[src/rtl/standby_pkg.sv]
// Package of constants and types for the standby mode controller
package standby_pkg;

    // ==========================================================
    // Standby select encodings (overridable at the top)
    localparam logic [1:0] SEL_STOP_DEF  = 2'h1;
    localparam logic [1:0] SEL_SLEEP_DEF = 2'h2;
    localparam logic [1:0] SEL_IDLE_DEF  = 2'h3;

    // ==========================================================
    // Peripheral enable vector layout
    localparam int TIMER_PAIRS  = 6;
    localparam int WIDE_TIMERS  = 14;
    localparam int SERIAL_CHANS = 5;
    localparam int POS_PAIR     = 0;
    localparam int POS_WIDE     = 6;
    localparam int POS_SERIAL   = 20;
    localparam int POS_SBUS     = 25;
    localparam int POS_ADC      = 26;
    localparam int POS_WDT      = 27;
    localparam int PERIPH_W     = 28;

    // ==========================================================
    // Warm-up time in microseconds and cycles at 200 MHz
    localparam int WARMUP_US      = 122;
    localparam int CLK_MHZ        = 200;
    localparam int WARMUP_CYCLES  = WARMUP_US * CLK_MHZ;
    localparam int WARM_W         = 16;

    // ==========================================================
    // Mode states
    typedef enum logic [2:0] {
        ST_NORMAL,
        ST_SLOW,
        ST_IDLE_HALT,
        ST_IDLE_DOZE,
        ST_SLEEP,
        ST_STOP,
        ST_WARMUP
    } mode_t;

endpackage : standby_pkg

[src/rtl/warmup_timer.sv]
// Oscillator warm-up down counter
`timescale 1ns/1ps
`default_nettype none
module warmup_timer #(
    parameter int          WIDTH   = 16,
    parameter int unsigned CYCLES  = 24400
) (
    input  wire logic clk_sys,
    input  wire logic sys_rst,
    input  wire logic start,
    output logic      busy,
    output logic      done
);
    logic [WIDTH-1:0] count_reg;
    logic             busy_reg;
    logic             done_reg;

    // ==========================================================
    // Counter
    always_ff @(posedge clk_sys) begin
        if (sys_rst) begin
            count_reg <= '0;
            busy_reg  <= 1'b0;
            done_reg  <= 1'b0;
        end else begin
            done_reg <= 1'b0;
            if (start) begin
                count_reg <= WIDTH'(CYCLES - 1);
                busy_reg  <= 1'b1;
            end else if (busy_reg) begin
                if (count_reg == '0) begin
                    busy_reg <= 1'b0;
                    done_reg <= 1'b1;
                end else begin
                    count_reg <= count_reg - 1'b1;
                end
            end
        end
    end

    assign busy = busy_reg;
    assign done = done_reg;
endmodule : warmup_timer
`default_nettype wire

[src/rtl/standby_mode_controller.sv]
// Standby mode controller: mode machine and clock gating
//
// Behaviour
// - A halt request in NORMAL enters IDLE, SLEEP or STOP as standby_select chooses.
// - A doze request enters IDLE regardless of standby_select.
// - IDLE gates the CPU clock (halt IDLE also the I/O port clock), keeps oscillator and PLL, and peripherals follow settings.
// - Each timer pair, wide timer, serial channel, serial bus, converter and watchdog has its own IDLE run bit.
// - Halt IDLE freezes the core and refuses the bus to internal DMA.
// - Doze IDLE freezes the core but still grants the bus to outside requesters.
// - SLEEP runs only the low-speed oscillator, real-time clock, pulse counter and key pull-up.
// - STOP halts both oscillators and PLL and removes every clock.
// - NORMAL clocks core and peripherals fully with oscillator and PLL running.
// - SLOW turns the PLL off, keeps the CPU clock, and feeds only the slow-mode peripheral set.
// - Doze IDLE stops execution and each peripheral runs per its run bit.
// - An enabled interrupt or a reset ends any standby mode, wake sources depending on mode.
// - Reset wake reinitialises all settings; interrupt wake keeps them.
`timescale 1ns/1ps
`default_nettype none
module standby_mode_controller #(
    parameter logic [1:0]  SEL_IDLE      = standby_pkg::SEL_IDLE_DEF,
    parameter logic [1:0]  SEL_SLEEP     = standby_pkg::SEL_SLEEP_DEF,
    parameter logic [1:0]  SEL_STOP      = standby_pkg::SEL_STOP_DEF,
    parameter int unsigned WARMUP_CYCLES = standby_pkg::WARMUP_CYCLES
) (
    input  wire logic                            clk_sys,
    input  wire logic                            sys_rst,
    input  wire logic                            halt_req,
    input  wire logic                            doze_req,
    input  wire logic [1:0]                      standby_select,
    input  wire logic                            slow_req,
    input  wire logic [standby_pkg::PERIPH_W-1:0] idle_run,
    input  wire logic                            wake_irq_idle,
    input  wire logic                            wake_irq_sleep,
    input  wire logic                            wake_irq_stop,
    input  wire logic                            dma_req,
    output logic                                 cpu_clk_en,
    output logic                                 high_osc_en,
    output logic                                 low_osc_en,
    output logic                                 pll_en,
    output logic [standby_pkg::PERIPH_W-1:0]     periph_clk_en,
    output logic                                 interrupt_controller_clk_en,
    output logic                                 external_bus_interface_clk_en,
    output logic                                 io_port_clk_en,
    output logic                                 rtc_clk_en,
    output logic                                 pulse_counter_clk_en,
    output logic                                 key_wakeup_pullup_en,
    output logic                                 core_frozen,
    output logic                                 bus_grant,
    output logic [2:0]                           mode_state
);
    standby_pkg::mode_t state_reg;
    standby_pkg::mode_t state_next;
    standby_pkg::mode_t resume_reg;
    logic               warm_start;
    logic               warm_done;

    // ==========================================================
    // Warm-up timer
    warmup_timer #(
        .WIDTH  (standby_pkg::WARM_W),
        .CYCLES (WARMUP_CYCLES)
    ) u_warm (
        .clk_sys (clk_sys),
        .sys_rst (sys_rst),
        .start   (warm_start),
        .busy    (),
        .done    (warm_done)
    );

    // ==========================================================
    // Next state
    always_comb begin
        state_next = state_reg;
        warm_start = 1'b0;
        case (state_reg)
            standby_pkg::ST_NORMAL, standby_pkg::ST_SLOW: begin
                if (doze_req) begin
                    state_next = standby_pkg::ST_IDLE_DOZE;
                end else if (halt_req && state_reg == standby_pkg::ST_NORMAL) begin
                    if (standby_select == SEL_SLEEP) begin
                        state_next = standby_pkg::ST_SLEEP;
                    end else if (standby_select == SEL_STOP) begin
                        state_next = standby_pkg::ST_STOP;
                    end else if (standby_select == SEL_IDLE) begin
                        state_next = standby_pkg::ST_IDLE_HALT;
                    end
                end else if (state_reg == standby_pkg::ST_NORMAL && slow_req) begin
                    state_next = standby_pkg::ST_SLOW;
                end else if (state_reg == standby_pkg::ST_SLOW && !slow_req) begin
                    state_next = standby_pkg::ST_NORMAL;
                end
            end
            standby_pkg::ST_IDLE_HALT, standby_pkg::ST_IDLE_DOZE: begin
                if (wake_irq_idle) begin
                    state_next = resume_reg;
                end
            end
            standby_pkg::ST_SLEEP: begin
                if (wake_irq_sleep) begin
                    state_next = standby_pkg::ST_WARMUP;
                    warm_start = 1'b1;
                end
            end
            standby_pkg::ST_STOP: begin
                if (wake_irq_stop) begin
                    state_next = standby_pkg::ST_WARMUP;
                    warm_start = 1'b1;
                end
            end
            standby_pkg::ST_WARMUP: begin
                if (warm_done) begin
                    state_next = resume_reg;
                end
            end
            default: begin
                state_next = standby_pkg::ST_NORMAL;
            end
        endcase
    end

    // ==========================================================
    // State registers; reset wakes to NORMAL
    always_ff @(posedge clk_sys) begin
        if (sys_rst) begin
            state_reg <= standby_pkg::ST_NORMAL;
        end else begin
            state_reg <= state_next;
        end
    end

    always_ff @(posedge clk_sys) begin
        if (sys_rst) begin
            resume_reg <= standby_pkg::ST_NORMAL;
        end else if (state_reg == standby_pkg::ST_NORMAL
                     || state_reg == standby_pkg::ST_SLOW) begin
            resume_reg <= state_reg;
        end
    end

    // ==========================================================
    // Clock and bus control outputs

    always_ff @(posedge clk_sys) begin
        if (sys_rst) begin
            cpu_clk_en                    <= 1'b1;
            high_osc_en                   <= 1'b1;
            low_osc_en                    <= 1'b1;
            pll_en                        <= 1'b1;
            periph_clk_en                 <= '1;
            interrupt_controller_clk_en   <= 1'b1;
            external_bus_interface_clk_en <= 1'b1;
            io_port_clk_en                <= 1'b1;
            rtc_clk_en                    <= 1'b1;
            pulse_counter_clk_en          <= 1'b1;
            key_wakeup_pullup_en          <= 1'b1;
            core_frozen                   <= 1'b0;
            bus_grant                     <= 1'b0;
        end else begin
            case (state_next)
                standby_pkg::ST_NORMAL: begin
                    cpu_clk_en                    <= 1'b1;
                    high_osc_en                   <= 1'b1;
                    low_osc_en                    <= 1'b1;
                    pll_en                        <= 1'b1;
                    periph_clk_en                 <= '1;
                    interrupt_controller_clk_en   <= 1'b1;
                    external_bus_interface_clk_en <= 1'b1;
                    io_port_clk_en                <= 1'b1;
                    rtc_clk_en                    <= 1'b1;
                    pulse_counter_clk_en          <= 1'b1;
                    key_wakeup_pullup_en          <= 1'b1;
                    core_frozen                   <= 1'b0;
                    bus_grant                     <= dma_req;
                end
                standby_pkg::ST_SLOW: begin
                    cpu_clk_en                    <= 1'b1;
                    high_osc_en                   <= 1'b1;
                    low_osc_en                    <= 1'b1;
                    pll_en                        <= 1'b0;
                    periph_clk_en                 <= '0;
                    periph_clk_en[standby_pkg::POS_WDT] <= 1'b1;
                    interrupt_controller_clk_en   <= 1'b1;
                    external_bus_interface_clk_en <= 1'b1;
                    io_port_clk_en                <= 1'b1;
                    rtc_clk_en                    <= 1'b1;
                    pulse_counter_clk_en          <= 1'b0;
                    key_wakeup_pullup_en          <= 1'b1;
                    core_frozen                   <= 1'b0;
                    bus_grant                     <= dma_req;
                end
                standby_pkg::ST_IDLE_HALT, standby_pkg::ST_IDLE_DOZE: begin
                    cpu_clk_en                    <= 1'b0;
                    high_osc_en                   <= 1'b1;
                    low_osc_en                    <= 1'b1;
                    pll_en                        <= 1'b1;
                    periph_clk_en                 <= idle_run;
                    interrupt_controller_clk_en   <= 1'b1;
                    external_bus_interface_clk_en <= 1'b1;
                    io_port_clk_en                <= (state_next == standby_pkg::ST_IDLE_DOZE);
                    rtc_clk_en                    <= 1'b1;
                    pulse_counter_clk_en          <= 1'b1;
                    key_wakeup_pullup_en          <= 1'b1;
                    core_frozen                   <= 1'b1;
                    bus_grant                     <= (state_next == standby_pkg::ST_IDLE_DOZE)
                                                     && dma_req;
                end
                standby_pkg::ST_SLEEP: begin
                    cpu_clk_en                    <= 1'b0;
                    high_osc_en                   <= 1'b0;
                    low_osc_en                    <= 1'b1;
                    pll_en                        <= 1'b0;
                    periph_clk_en                 <= '0;
                    interrupt_controller_clk_en   <= 1'b0;
                    external_bus_interface_clk_en <= 1'b0;
                    io_port_clk_en                <= 1'b0;
                    rtc_clk_en                    <= 1'b1;
                    pulse_counter_clk_en          <= 1'b1;
                    key_wakeup_pullup_en          <= 1'b1;
                    core_frozen                   <= 1'b1;
                    bus_grant                     <= 1'b0;
                end
                standby_pkg::ST_STOP: begin
                    cpu_clk_en                    <= 1'b0;
                    high_osc_en                   <= 1'b0;
                    low_osc_en                    <= 1'b0;
                    pll_en                        <= 1'b0;
                    periph_clk_en                 <= '0;
                    interrupt_controller_clk_en   <= 1'b0;
                    external_bus_interface_clk_en <= 1'b0;
                    io_port_clk_en                <= 1'b0;
                    rtc_clk_en                    <= 1'b0;
                    pulse_counter_clk_en          <= 1'b0;
                    key_wakeup_pullup_en          <= 1'b0;
                    core_frozen                   <= 1'b1;
                    bus_grant                     <= 1'b0;
                end
                default: begin
                    cpu_clk_en                    <= 1'b0;
                    high_osc_en                   <= 1'b1;
                    low_osc_en                    <= 1'b1;
                    pll_en                        <= (resume_reg == standby_pkg::ST_NORMAL);
                    periph_clk_en                 <= '0;
                    interrupt_controller_clk_en   <= 1'b0;
                    external_bus_interface_clk_en <= 1'b0;
                    io_port_clk_en                <= 1'b0;
                    rtc_clk_en                    <= 1'b1;
                    pulse_counter_clk_en          <= 1'b1;
                    key_wakeup_pullup_en          <= 1'b1;
                    core_frozen                   <= 1'b1;
                    bus_grant                     <= 1'b0;
                end
            endcase
        end
    end

    assign mode_state = state_reg;
endmodule : standby_mode_controller
`default_nettype wire

[config.mk]
export PLATFORM = sky130hd
export DESIGN_NAME = standby_mode_controller
export DESIGN_NICKNAME = d
export VERILOG_FILES = /design/src/rtl/standby_pkg.sv /design/src/rtl/warmup_timer.sv /design/src/rtl/standby_mode_controller.sv
export SDC_FILE = /design/constraint.sdc
export NUM_CORES = 1
export LEC_CHECK = 0
export BUFFER_PORTS_ARGS = -buffer_cell sky130_fd_sc_hd__buf_2
export CORE_MARGIN = 1.5
export CORE_UTILIZATION = 35
export DETAILED_ROUTE_END_ITERATION = 8
export PLACE_DENSITY_LB_ADDON = 0.2
export SLEW_MARGIN = 20
export SYNTH_ARGS = -nofsm -noshare
export SYNTH_HDL_FRONTEND = slang
export SYNTH_HIERARCHICAL = 1
export SYNTH_SLANG_ARGS = --single-unit
[constraint.sdc]
create_clock -name clk_sys -period 2.1 [get_ports clk_sys]
set_input_delay 0.105 -clock clk_sys [delete_from_list [all_inputs] [get_ports clk_sys]]
set_output_delay 0.105 -clock clk_sys [all_outputs]
set_load 0.01 [all_outputs]
* Word level (Yosys, flattened, before mapping)
Cells that the tools add are included.
** Cells by class
- $add $sub $neg :: 1
- Eq/ne operators :: 15
- Multiplexer cells :: 32
- Bitwise logic cells :: 2
- Reductions and logical operators :: 24
** Operators by type and width (count)
- 28-bit case mux with 3 select lines :: 1
- 15-bit two-way mux :: 3
- 3-bit two-way mux :: 11
- 16-bit zero test :: 1
- 16-bit by 1-bit subtractor with 16-bit output, second input constant :: 1
- 3-bit == test, second input constant :: 5
- 3-bit case mux with 5 select lines :: 1
- 2-bit OR reduction :: 7
- 3-bit by 2-bit == test with 1-bit output, second input constant :: 4
- 1-bit two-way mux :: 12
- 3-bit zero test :: 3
- 3-bit OR reduction :: 3
- 1-bit case mux with 2 select lines :: 4
- 3-bit by 1-bit == test with 1-bit output, second input constant :: 2
- 2-bit == test, second input constant :: 2
- 1-bit logical AND :: 4
- 2-bit AND reduction :: 2
- 4-bit OR reduction :: 1
- 2-bit by 1-bit == test with 1-bit output, second input constant :: 1
- 2-bit by 1-bit inequality test with 1-bit output, second input constant :: 1
- 1-bit NOT :: 2
- 2-bit nonzero test :: 1
- 1-bit zero test :: 1
- 1-bit logical OR :: 1
** Word-level totals
- Flip-flop bits (word level) :: 61
- Input bits :: 39
- Output and inout bits :: 43
- Word-level logic and storage cells :: 90

* Depth between registers and ports, before layout
Gate-level depths: netlist of run 1.
- Depth in word-level cells :: 10
- Depth in mapped cells :: 7
- Depth with buffers taken out :: 6

* Cells and area by module
The synthesis of run 1 kept the hierarchy.
** Modules (own cells, without submodules)
- standby_mode_controller :: times used 1, cells an instance 137, area each 1525.2 µm², sequential area each 860.8 µm²
- warmup_timer :: times used 1, cells an instance 116, area each 1006.0 µm², sequential area each 360.3 µm²

* Least setup slack after synthesis of run 1
No wires, ideal clock.
- Path type :: reg-to-reg
- From :: register state_reg[0] (netlist: mode_state[0])
- To :: register periph_clk_en[12] (netlist name)
- Library setup time :: 0.058 ns
- Data arrival time :: 1.764 ns
- Required time :: 2.042 ns
- Slack :: 0.278 ns
- Cell stages (with the launch flop) :: 8
- Path buffers :: 2
- Clock period less this slack :: 1.822 ns
- Cell sequence :: dfxtp_1 and4b_1 o21a_1 a311oi_4 nand2b_1 buf_6 buf_6 o21a_1
** On the way
- Longest elaborated chain between the ends :: 10
- Elaborated cells on any way between the ends :: 30
- Classes of those cells :: 9 x eq/ne; 13 x mux; 8 x reduce/logical
** Ends and longest elaborated chain
- from (decl) :: RTL line standby_mode_controller.sv:51 : standby_pkg::mode_t state_reg;
- from (signal assigned) :: RTL line standby_mode_controller.sv:125 : state_reg <= standby_pkg::ST_NORMAL;
- from (signal assigned) :: RTL line standby_mode_controller.sv:127 : state_reg <= state_next;
- 3-bit by 1-bit == test with 1-bit output :: RTL line standby_mode_controller.sv:75, standby_mode_controller.sv:89
- 1-bit logical AND :: RTL line standby_mode_controller.sv:89 : end else if (state_reg == standby_pkg::ST_SLOW && !slow_req) begin
- 3-bit two-way mux :: RTL line standby_mode_controller.sv:89
- 3-bit two-way mux :: RTL line standby_mode_controller.sv:87 : end else if (state_reg == standby_pkg::ST_NORMAL && slow_req) begin
- 3-bit two-way mux :: RTL line standby_mode_controller.sv:79 : end else if (halt_req && state_reg == standby_pkg::ST_NORMAL) begin
- 3-bit two-way mux :: RTL line standby_mode_controller.sv:77 : if (doze_req) begin
- 3-bit case mux with 5 select lines * :: RTL line standby_mode_controller.sv:75 : case (state_reg)
- 3-bit by 2-bit == test with 1-bit output :: RTL line standby_mode_controller.sv:159 : case (state_next)
- 2-bit OR reduction
- 28-bit case mux with 3 select lines * :: RTL line standby_mode_controller.sv:159
- to (signal assigned) :: RTL line standby_mode_controller.sv:196 : periph_clk_en <= idle_run;
- to (decl) :: RTL line standby_mode_controller.sv:40 : output logic [standby_pkg::PERIPH_W-1:0] periph_clk_en,
Every way passes the cells marked *; elsewhere a longest branch is shown, timed or not.
A chain may end at the register's enable or synchronous reset.

* Final worst setup path of run 1
- From :: register u_warm.count_reg[0]
- To :: register u_warm.count_reg[14]
** On the way
- Longest elaborated chain between the ends :: 4
- Elaborated cells on any way between the ends :: 7
- Classes of those cells :: 1 x add/sub; 1 x eq/ne; 3 x mux; 2 x reduce/logical
** Ends and longest elaborated chain
- from (decl) :: RTL line warmup_timer.sv:14 : logic [WIDTH-1:0] count_reg;
- from (signal assigned) :: RTL line warmup_timer.sv:28 : count_reg <= WIDTH'(CYCLES - 1);
- from (signal assigned) :: RTL line warmup_timer.sv:35 : count_reg <= count_reg - 1'b1;
- 16-bit by 1-bit subtractor with 16-bit output :: RTL line warmup_timer.sv:35
- 15-bit two-way mux :: RTL line warmup_timer.sv:31 : if (count_reg == '0) begin
- 15-bit two-way mux :: RTL line warmup_timer.sv:30 : end else if (busy_reg) begin
- 15-bit two-way mux :: RTL line warmup_timer.sv:27 : if (start) begin
Several ways; a longest one is shown, not always the timed one. The select of a mux whose other input is x is not followed.

==> flow_metrics.tcl, run 1 <==
set metrics [dict create \
    yosys.area.top_type_share_pct 48.25 \
    p_leak_nw 1.478 \
    drt-wirelength-per-cell_um 13.28 \
    grt_pass1_vias 2057 \
    syn_area_um2 2531 \
    clock-sinks 61 \
    critical_path.startpoint_type "flip-flop" \
    grtUsageMet2_pct 25.88 \
    worst_slew_pin_slew_ns 0.5147 \
    count_of_different_cell_masters_after_synthesis 56 \
    first_pass_drt_iterations 4 \
    postSynthCellCount 253 \
    timing.final.max_slew_violations 0 \
    max_slew_headroom_pct 65.37 \
    fin_setup_tns_ns 0 \
    inserted_clock_buffers 9 \
    peakVddDrop_v 0.0004100 \
    outcome "finished clean" \
    layout_commonest_cell "sky130_fd_sc_hd__buf_2" \
    power.density_cell_area_nw_per_um2 928.4 \
    crit_type "reg -> reg" \
    cts_htree_levels 3 \
    portBuffers 81 \
    grt_use_met1_pct 18.79 \
    synthArstFlopShare_pct 0 \
    critical_path_peak_fanout 6 \
    setup_ws_ns 0.1399 \
    fmax_mhz 510.2 \
    synth-edff-count 0 \
    total_grt_usage_pct 15.56 \
    synthesis.nets 293 \
    floorplan.initialDensity_pct 36.65 \
    io_count 82 \
    timing.critical_path.required_ns 2.31 \
    detailroute.via_count 2243 \
    yosys_register_bits 61 \
    dpl.hpwl_mm 4.138 \
    layout.filler_cells 656 \
    timing.critical_path.to_type "flip-flop" \
    synthTopCellsByArea "sky130_fd_sc_hd__dfxtp_1 (48%), sky130_fd_sc_hd__o21a_1 (8.6%), sky130_fd_sc_hd__a31oi_1 (2.0%)" \
    synthFlopType "sky130_fd_sc_hd__dfxtp_1" \
    overall_die_area_um2 7751 \
    seq_area_frac_synth_pct 48.25 \
    layout_worst_path_cycle_share_pct 93.34 \
    cts-root-buf "sky130_fd_sc_hd__clkbuf_8" \
    worst_hold_path_class "in -> reg" \
    wl_mm 6.202 \
    yosys_warns 6 \
    layout-area-overhead-vs-synth_pct 41.67 \
    grt_overflow 0 \
    grt_antenna_before_repair 0 \
    most-common-layout-cells "sky130_fd_sc_hd__buf_2 (81), sky130_fd_sc_hd__dfxtp_1 (60), sky130_fd_sc_hd__o21a_1 (29)" \
    place.gp.congestion 0.8092 \
    final_hold_violations 0 \
    grtUsageMet3_pct 3.676 \
    finalClockSkew_ns 0.008703 \
    fp.dieW_um 88.04 \
    antenna_left 0 \
    clk_pin_slew_worst_paths_ns 0.07 \
    drt_iter0_markers 56 \
    avgViaCountPerCell 4.803 \
    ant_cells 0 \
    core_um2 6907 \
    cts_tree "yes" \
    grt_pass1_wl_mm 9.225 \
    finalSetupViolCount 0 \
    arrival_worst_endpoint_ns 2.17 \
    gr-max-usage-layer "met2" \
    pre_cts_slack_ns 0.07344 \
    post-route-drc-count 0 \
    stdcell_count 467 \
    max_cap_violations 0 \
    cts.repair_timing.setup_buffer_count 0 \
    grt_max_degree 29 \
    clk_latency_ns 0.32 \
    largest_register_ff_count 28 \
    postLayoutCoreUtil_pct 51.92 \
    numPlacedInstances 424 \
    die_height_um 88.04 \
    drive_above_1_share_pct 34.50 \
    netlist.top_cell.by_area "sky130_fd_sc_hd__dfxtp_1" \
    nets 407 \
    final_period_minus_worst_setup_slack_ns 1.960 \
    ctsLongestPathBuffers 2 \
    placement_rows 30 \
    grt_setup_unrepaired "false" \
    postSynthAreaPerCell_um2 10.00 \
]
cell families (layout without fill, tap and decap cells):
logic type / count (synthesis) / after routing / share of synthesized area (%)
AO/OA/AOI/OAI: 75 / 76 / 22.10
multiplexers: 3 / 3 / 1.186
buffers and inverters: 30 / 147 / 6.080
flip-flops: 61 / 61 / 48.25
XOR/XNOR: 1 / 1 / 0.3461
adder cells (fa/ha/maj): 1 / 1 / 0.4942
AND/OR/NAND/NOR: 82 / 82 / 21.55
power breakdown:
part	switching, mW	leakage (nW)	internal [mW]
sequential	0.0572	0.504	1.30
clock	0.428	0.125	0.845
combinational	0.370	0.849	0.330
final timing paths:
kind                               startpoint                                end  slack [ns]  cells after the start
max          u_warm/count_reg[0]$_SDFFE_PP0P_  u_warm/count_reg[14]$_SDFFE_PP0P_        0.14                      6
min                              idle_run[27]       periph_clk_en[27]$_SDFF_PP1_        0.03                      3
max reg2reg  u_warm/count_reg[0]$_SDFFE_PP0P_  u_warm/count_reg[14]$_SDFFE_PP0P_        0.14                      6
min reg2reg        resume_reg[2]$_SDFFE_PP0P_         resume_reg[2]$_SDFFE_PP0P_        0.51                      1
synth_stat cells, types with 4 or more instances:
cell type	n
sky130_fd_sc_hd__buf_2	6
sky130_fd_sc_hd__clkbuf_1	5
sky130_fd_sc_hd__nor2_1	12
sky130_fd_sc_hd__dfxtp_1	61
sky130_fd_sc_hd__a211oi_1	6
sky130_fd_sc_hd__inv_1	11
sky130_fd_sc_hd__nor2b_1	4
sky130_fd_sc_hd__a31oi_1	8
sky130_fd_sc_hd__nand2_1	13
sky130_fd_sc_hd__o21ai_0	7
sky130_fd_sc_hd__nor3b_1	4
sky130_fd_sc_hd__o21a_1	29
sky130_fd_sc_hd__o21ai_1	4
sky130_fd_sc_hd__nor4_1	7
sky130_fd_sc_hd__nand3_1	6
sky130_fd_sc_hd__nor3_1	4
sky130_fd_sc_hd__a21oi_1	6
routing by layer:
layer / wire (um) / vias to the layer above / share of wire, %
li1: - / 1157 / -
met1: 2900 / 1019 / 47
met2: 2911 / 60 / 47
met3: 312 / 7 / 5.0
met4: 78 / 0 / 1.3
met5: 0 / - / 0
stage by stage:
stage | power (mW) | hold slack, ns | area, um^2
floorplan | 1.776 | 0.1741 | 2531
global route | 3.499 | 0.03809 | 3586
detailed placement | 2.023 | 0.3168 | 3034
CTS | 3.343 | 0.02474 | 3551
finish | 3.329 | 0.03313 | 3586
global placement | 2.018 | 0.3135 | 3034
final cells by class:
cell class / count / area (um^2) / share of cell area [%]
multi-input combinational: 163 / 1190 / 33.18
inverter: 13 / 48.80 / 1.361
tap: 96 / 120.1 / 3.350
timing repair buffer: 119 / 758.2 / 21.14
sequential: 61 / 1222 / 34.09
clock buffer: 11 / 151.4 / 4.222
clock inverter: 4 / 95.09 / 2.652
timing repair:
item / in CTS / in global routing
setup endpoints to repair: 0 / 30
endpoints found under the hold margin: 27 / 0
hold buffers: 27 / 0
resized for setup: 0 / 4
critical path, stage by stage, from the launching register on:
cell                      delay, ns
sky130_fd_sc_hd__dfxtp_1       0.35
sky130_fd_sc_hd__inv_1         0.09
sky130_fd_sc_hd__ha_1          0.23
sky130_fd_sc_hd__or3b_2        0.55
sky130_fd_sc_hd__nor4_1        0.36
sky130_fd_sc_hd__and4_1        0.24
sky130_fd_sc_hd__nor3_1        0.04
(Power assumes the default switching activity.)
==> run 2, diff against run 1 <==
- MAX_ROUTING_LAYER: default -> met4
- RECOVER_POWER: default -> 50
==> run 2 against run 1 <==
Clock-buffer cell count is the same; fmax shrank 0.30%; worst setup slack worse by 0.0058 ns; global-route usage is 0.55 points higher; sequential share of layout area rose by 0.61 points; die area unchanged; clock power about the same; final cell count stayed put; combinational power fell by 5.9%; total power is 1.2% lower; first-iteration DRC count grew 25%; largest cell class unchanged.
==> flow_metrics.tcl, run 2 (synthesis gave the netlist of run 1 again) <==
set metrics [dict create \
    outcome "finished clean" \
    finalClockSkew_ns 0.008149 \
    fmax_mhz 508.7 \
    max_cap_violations 0 \
    critical_path_peak_fanout 6 \
    finalSetupViolCount 0 \
    nets 407 \
    crit-reg2reg-capture "u_warm/count_reg[14]$_SDFFE_PP0P_" \
    cts_htree_levels 3 \
    layout-area-overhead-vs-synth_pct 39.20 \
    cts-root-buf "sky130_fd_sc_hd__clkbuf_8" \
    total_grt_usage_pct 16.11 \
    layout_worst_path_cycle_share_pct 93.62 \
    fin_setup_tns_ns 0 \
    grt_max_degree 29 \
    detailroute.via_count 2275 \
    wl_mm 6.251 \
    design_area_um2 3523 \
    worst_r2r_setup_slack_ns 0.13 \
    most-common-layout-cells "sky130_fd_sc_hd__dfxtp_1 (60), sky130_fd_sc_hd__clkbuf_1 (44), sky130_fd_sc_hd__buf_2 (40)" \
    ctsLongestPathBuffers 2 \
    worst_hold_path_class "in -> reg" \
    cp.depth 6 \
    timing.final.max_slew_violations 0 \
    clk_latency_ns 0.32 \
    critical_path.startpoint_type "flip-flop" \
    grt_pass1_vias 2057 \
    fp.dieW_um 88.04 \
    first_pass_drt_iterations 4 \
    place.gp.congestion 0.8210 \
    core_um2 6907 \
    worst_slew_pin_slew_ns 0.5169 \
    largest_register_ff_count 28 \
    final_period_minus_worst_setup_slack_ns 1.966 \
    cellInternalPower_mw 2.430 \
    crit_type "reg -> reg" \
    layout_commonest_cell "sky130_fd_sc_hd__dfxtp_1" \
    clock-sinks 61 \
    comb_power_share_pct 20.0 \
    dpl-instance-area_um2 3034 \
    grt_setup_unrepaired "false" \
    pre_cts_slack_ns 0.07344 \
    placement_rows 30 \
    overall_die_area_um2 7751 \
    timing.critical_path.to_type "flip-flop" \
    power.density_cell_area_nw_per_um2 933.7 \
    drive_above_1_share_pct 22.64 \
    max_slew_headroom_pct 65.22 \
    arrival_worst_endpoint_ns 2.17 \
    layout.filler_cells 690 \
    floorplan.initialDensity_pct 36.65 \
    timing.critical_path.required_ns 2.30 \
    post-route-drc-count 0 \
    timing.critical_path.max_delay_family "simple AND/OR/NAND/NOR gates" \
    setup.worst_path.start "u_warm/count_reg[0]$_SDFFE_PP0P_" \
    critPathCapture "u_warm/count_reg[14]$_SDFFE_PP0P_" \
    switchingPower_uw 860.0 \
    worst-r2r-cell-count 6 \
    die_height_um 88.04 \
    final_hold_violations 0 \
    avgViaCountPerCell 4.872 \
    share_clk_of_total_power_pct 38.6 \
    peakVddDrop_v 0.0004087 \
    setup_ws_ns 0.1341 \
    portBuffers 81 \
    grt_pass1_wl_mm 9.218 \
    drt-wirelength-per-cell_um 13.39 \
    p_leak_nw 1.383 \
    ant_cells 0 \
    switching_share_pct 26.14 \
    inserted_clock_buffers 9 \
    grt_overflow 0 \
    critical_path_buf_inv_count 1 \
    io_count 82 \
    worstReg2RegStart "u_warm/count_reg[0]$_SDFFE_PP0P_" \
    clk_pin_slew_worst_paths_ns 0.07 \
    critPathSlowestCell "sky130_fd_sc_hd__or3b_2" \
    seq_power_share_pct 41.4 \
    dpl.hpwl_mm 4.138 \
    drt_iter0_markers 70 \
    cts_tree "yes" \
    worst_path_largest_cell_delay_ns 0.55 \
    antenna_left 0 \
    cp_cell_sequence "inv_1 > ha_1 > or3b_2 > nor4_1 > and4_1 > nor3_1" \
    grt_antenna_before_repair 0 \
    timing.hold.ws_ns 0.05133 \
    postLayoutCoreUtil_pct 51.01 \
]
[run 2: layer usage]
metal	vias to the layer above	GRT usage (%)	part of all wire (%)
li1	1158	-	-
met1	1033	18.79	46
met2	76	25.88	46
met3	8	4.241	6.4
met4	0	7.386	1.3
met5	-	-	0
[run 2: repair_timing]
action	in CTS	in global routing
hold buffers	27	0
gates resized for setup	0	4
hold endpoints to repair	27	0
buffers inserted	0	0
setup endpoints to repair	0	30
[run 2: worst min-delay path by stage]
| stage | startpoint | to | slack (ns) | cells past startpoint |
|---|---|---|---|---|
| detailed placement | idle_run[9] | periph_clk_en[9]$_SDFF_PP1_ | 0.32 | 2 |
| global route | dma_req | bus_grant$_SDFF_PP0_ | 0.03 | 2 |
| CTS | idle_run[27] | periph_clk_en[27]$_SDFF_PP1_ | 0.02 | 3 |
| floorplan | sys_rst | resume_reg[0]$_SDFFE_PP0P_ | 0.17 | 1 |
| finish | idle_run[27] | periph_clk_en[27]$_SDFF_PP1_ | 0.05 | 3 |
| global placement | idle_run[13] | periph_clk_en[13]$_SDFF_PP1_ | 0.31 | 2 |
[run 2: stage by stage]
stage / power (mW) / std cells
after floorplan: 1.776 / 253
after global placement: 2.018 / 424
after detailed placement: 2.023 / 424
after CTS: 3.343 / 466
after global routing: 3.462 / 467
final: 3.290 / 467
[run 2: worst reg2reg max path, delay by kind of cell, from the launching register on]
family        cells  cell delay (ns)
buf+inv           1             0.09
simple gates      4             1.19
fa+ha+maj         1             0.23
flops             1             0.35
[run 2: area by class of cell]
| class | instances | area (um^2) | area share (%) |
|---|---|---|---|
| Timing Repair Buffer | 119 | 695.7 | 19.74 |
| Tap cell | 96 | 120.1 | 3.409 |
| Sequential cell | 61 | 1222 | 34.69 |
| Clock buffer | 11 | 151.4 | 4.297 |
| Inverter | 13 | 48.80 | 1.385 |
| Multi-Input combinational cell | 163 | 1190 | 33.77 |
| Clock inverter | 4 | 95.09 | 2.699 |
[run 2: power groups by stage]
| stage | combinational, mW | sequential, mW | clock [mW] |
|---|---|---|---|
| final | 0.659 | 1.36 | 1.27 |
| after global routing | 0.728 | 1.38 | 1.36 |
| after CTS | 0.682 | 1.36 | 1.31 |
| after detailed placement | 0.642 | 1.38 | 0 |
| after global placement | 0.637 | 1.38 | 0 |
| after floorplan | 0.336 | 1.44 | 0 |
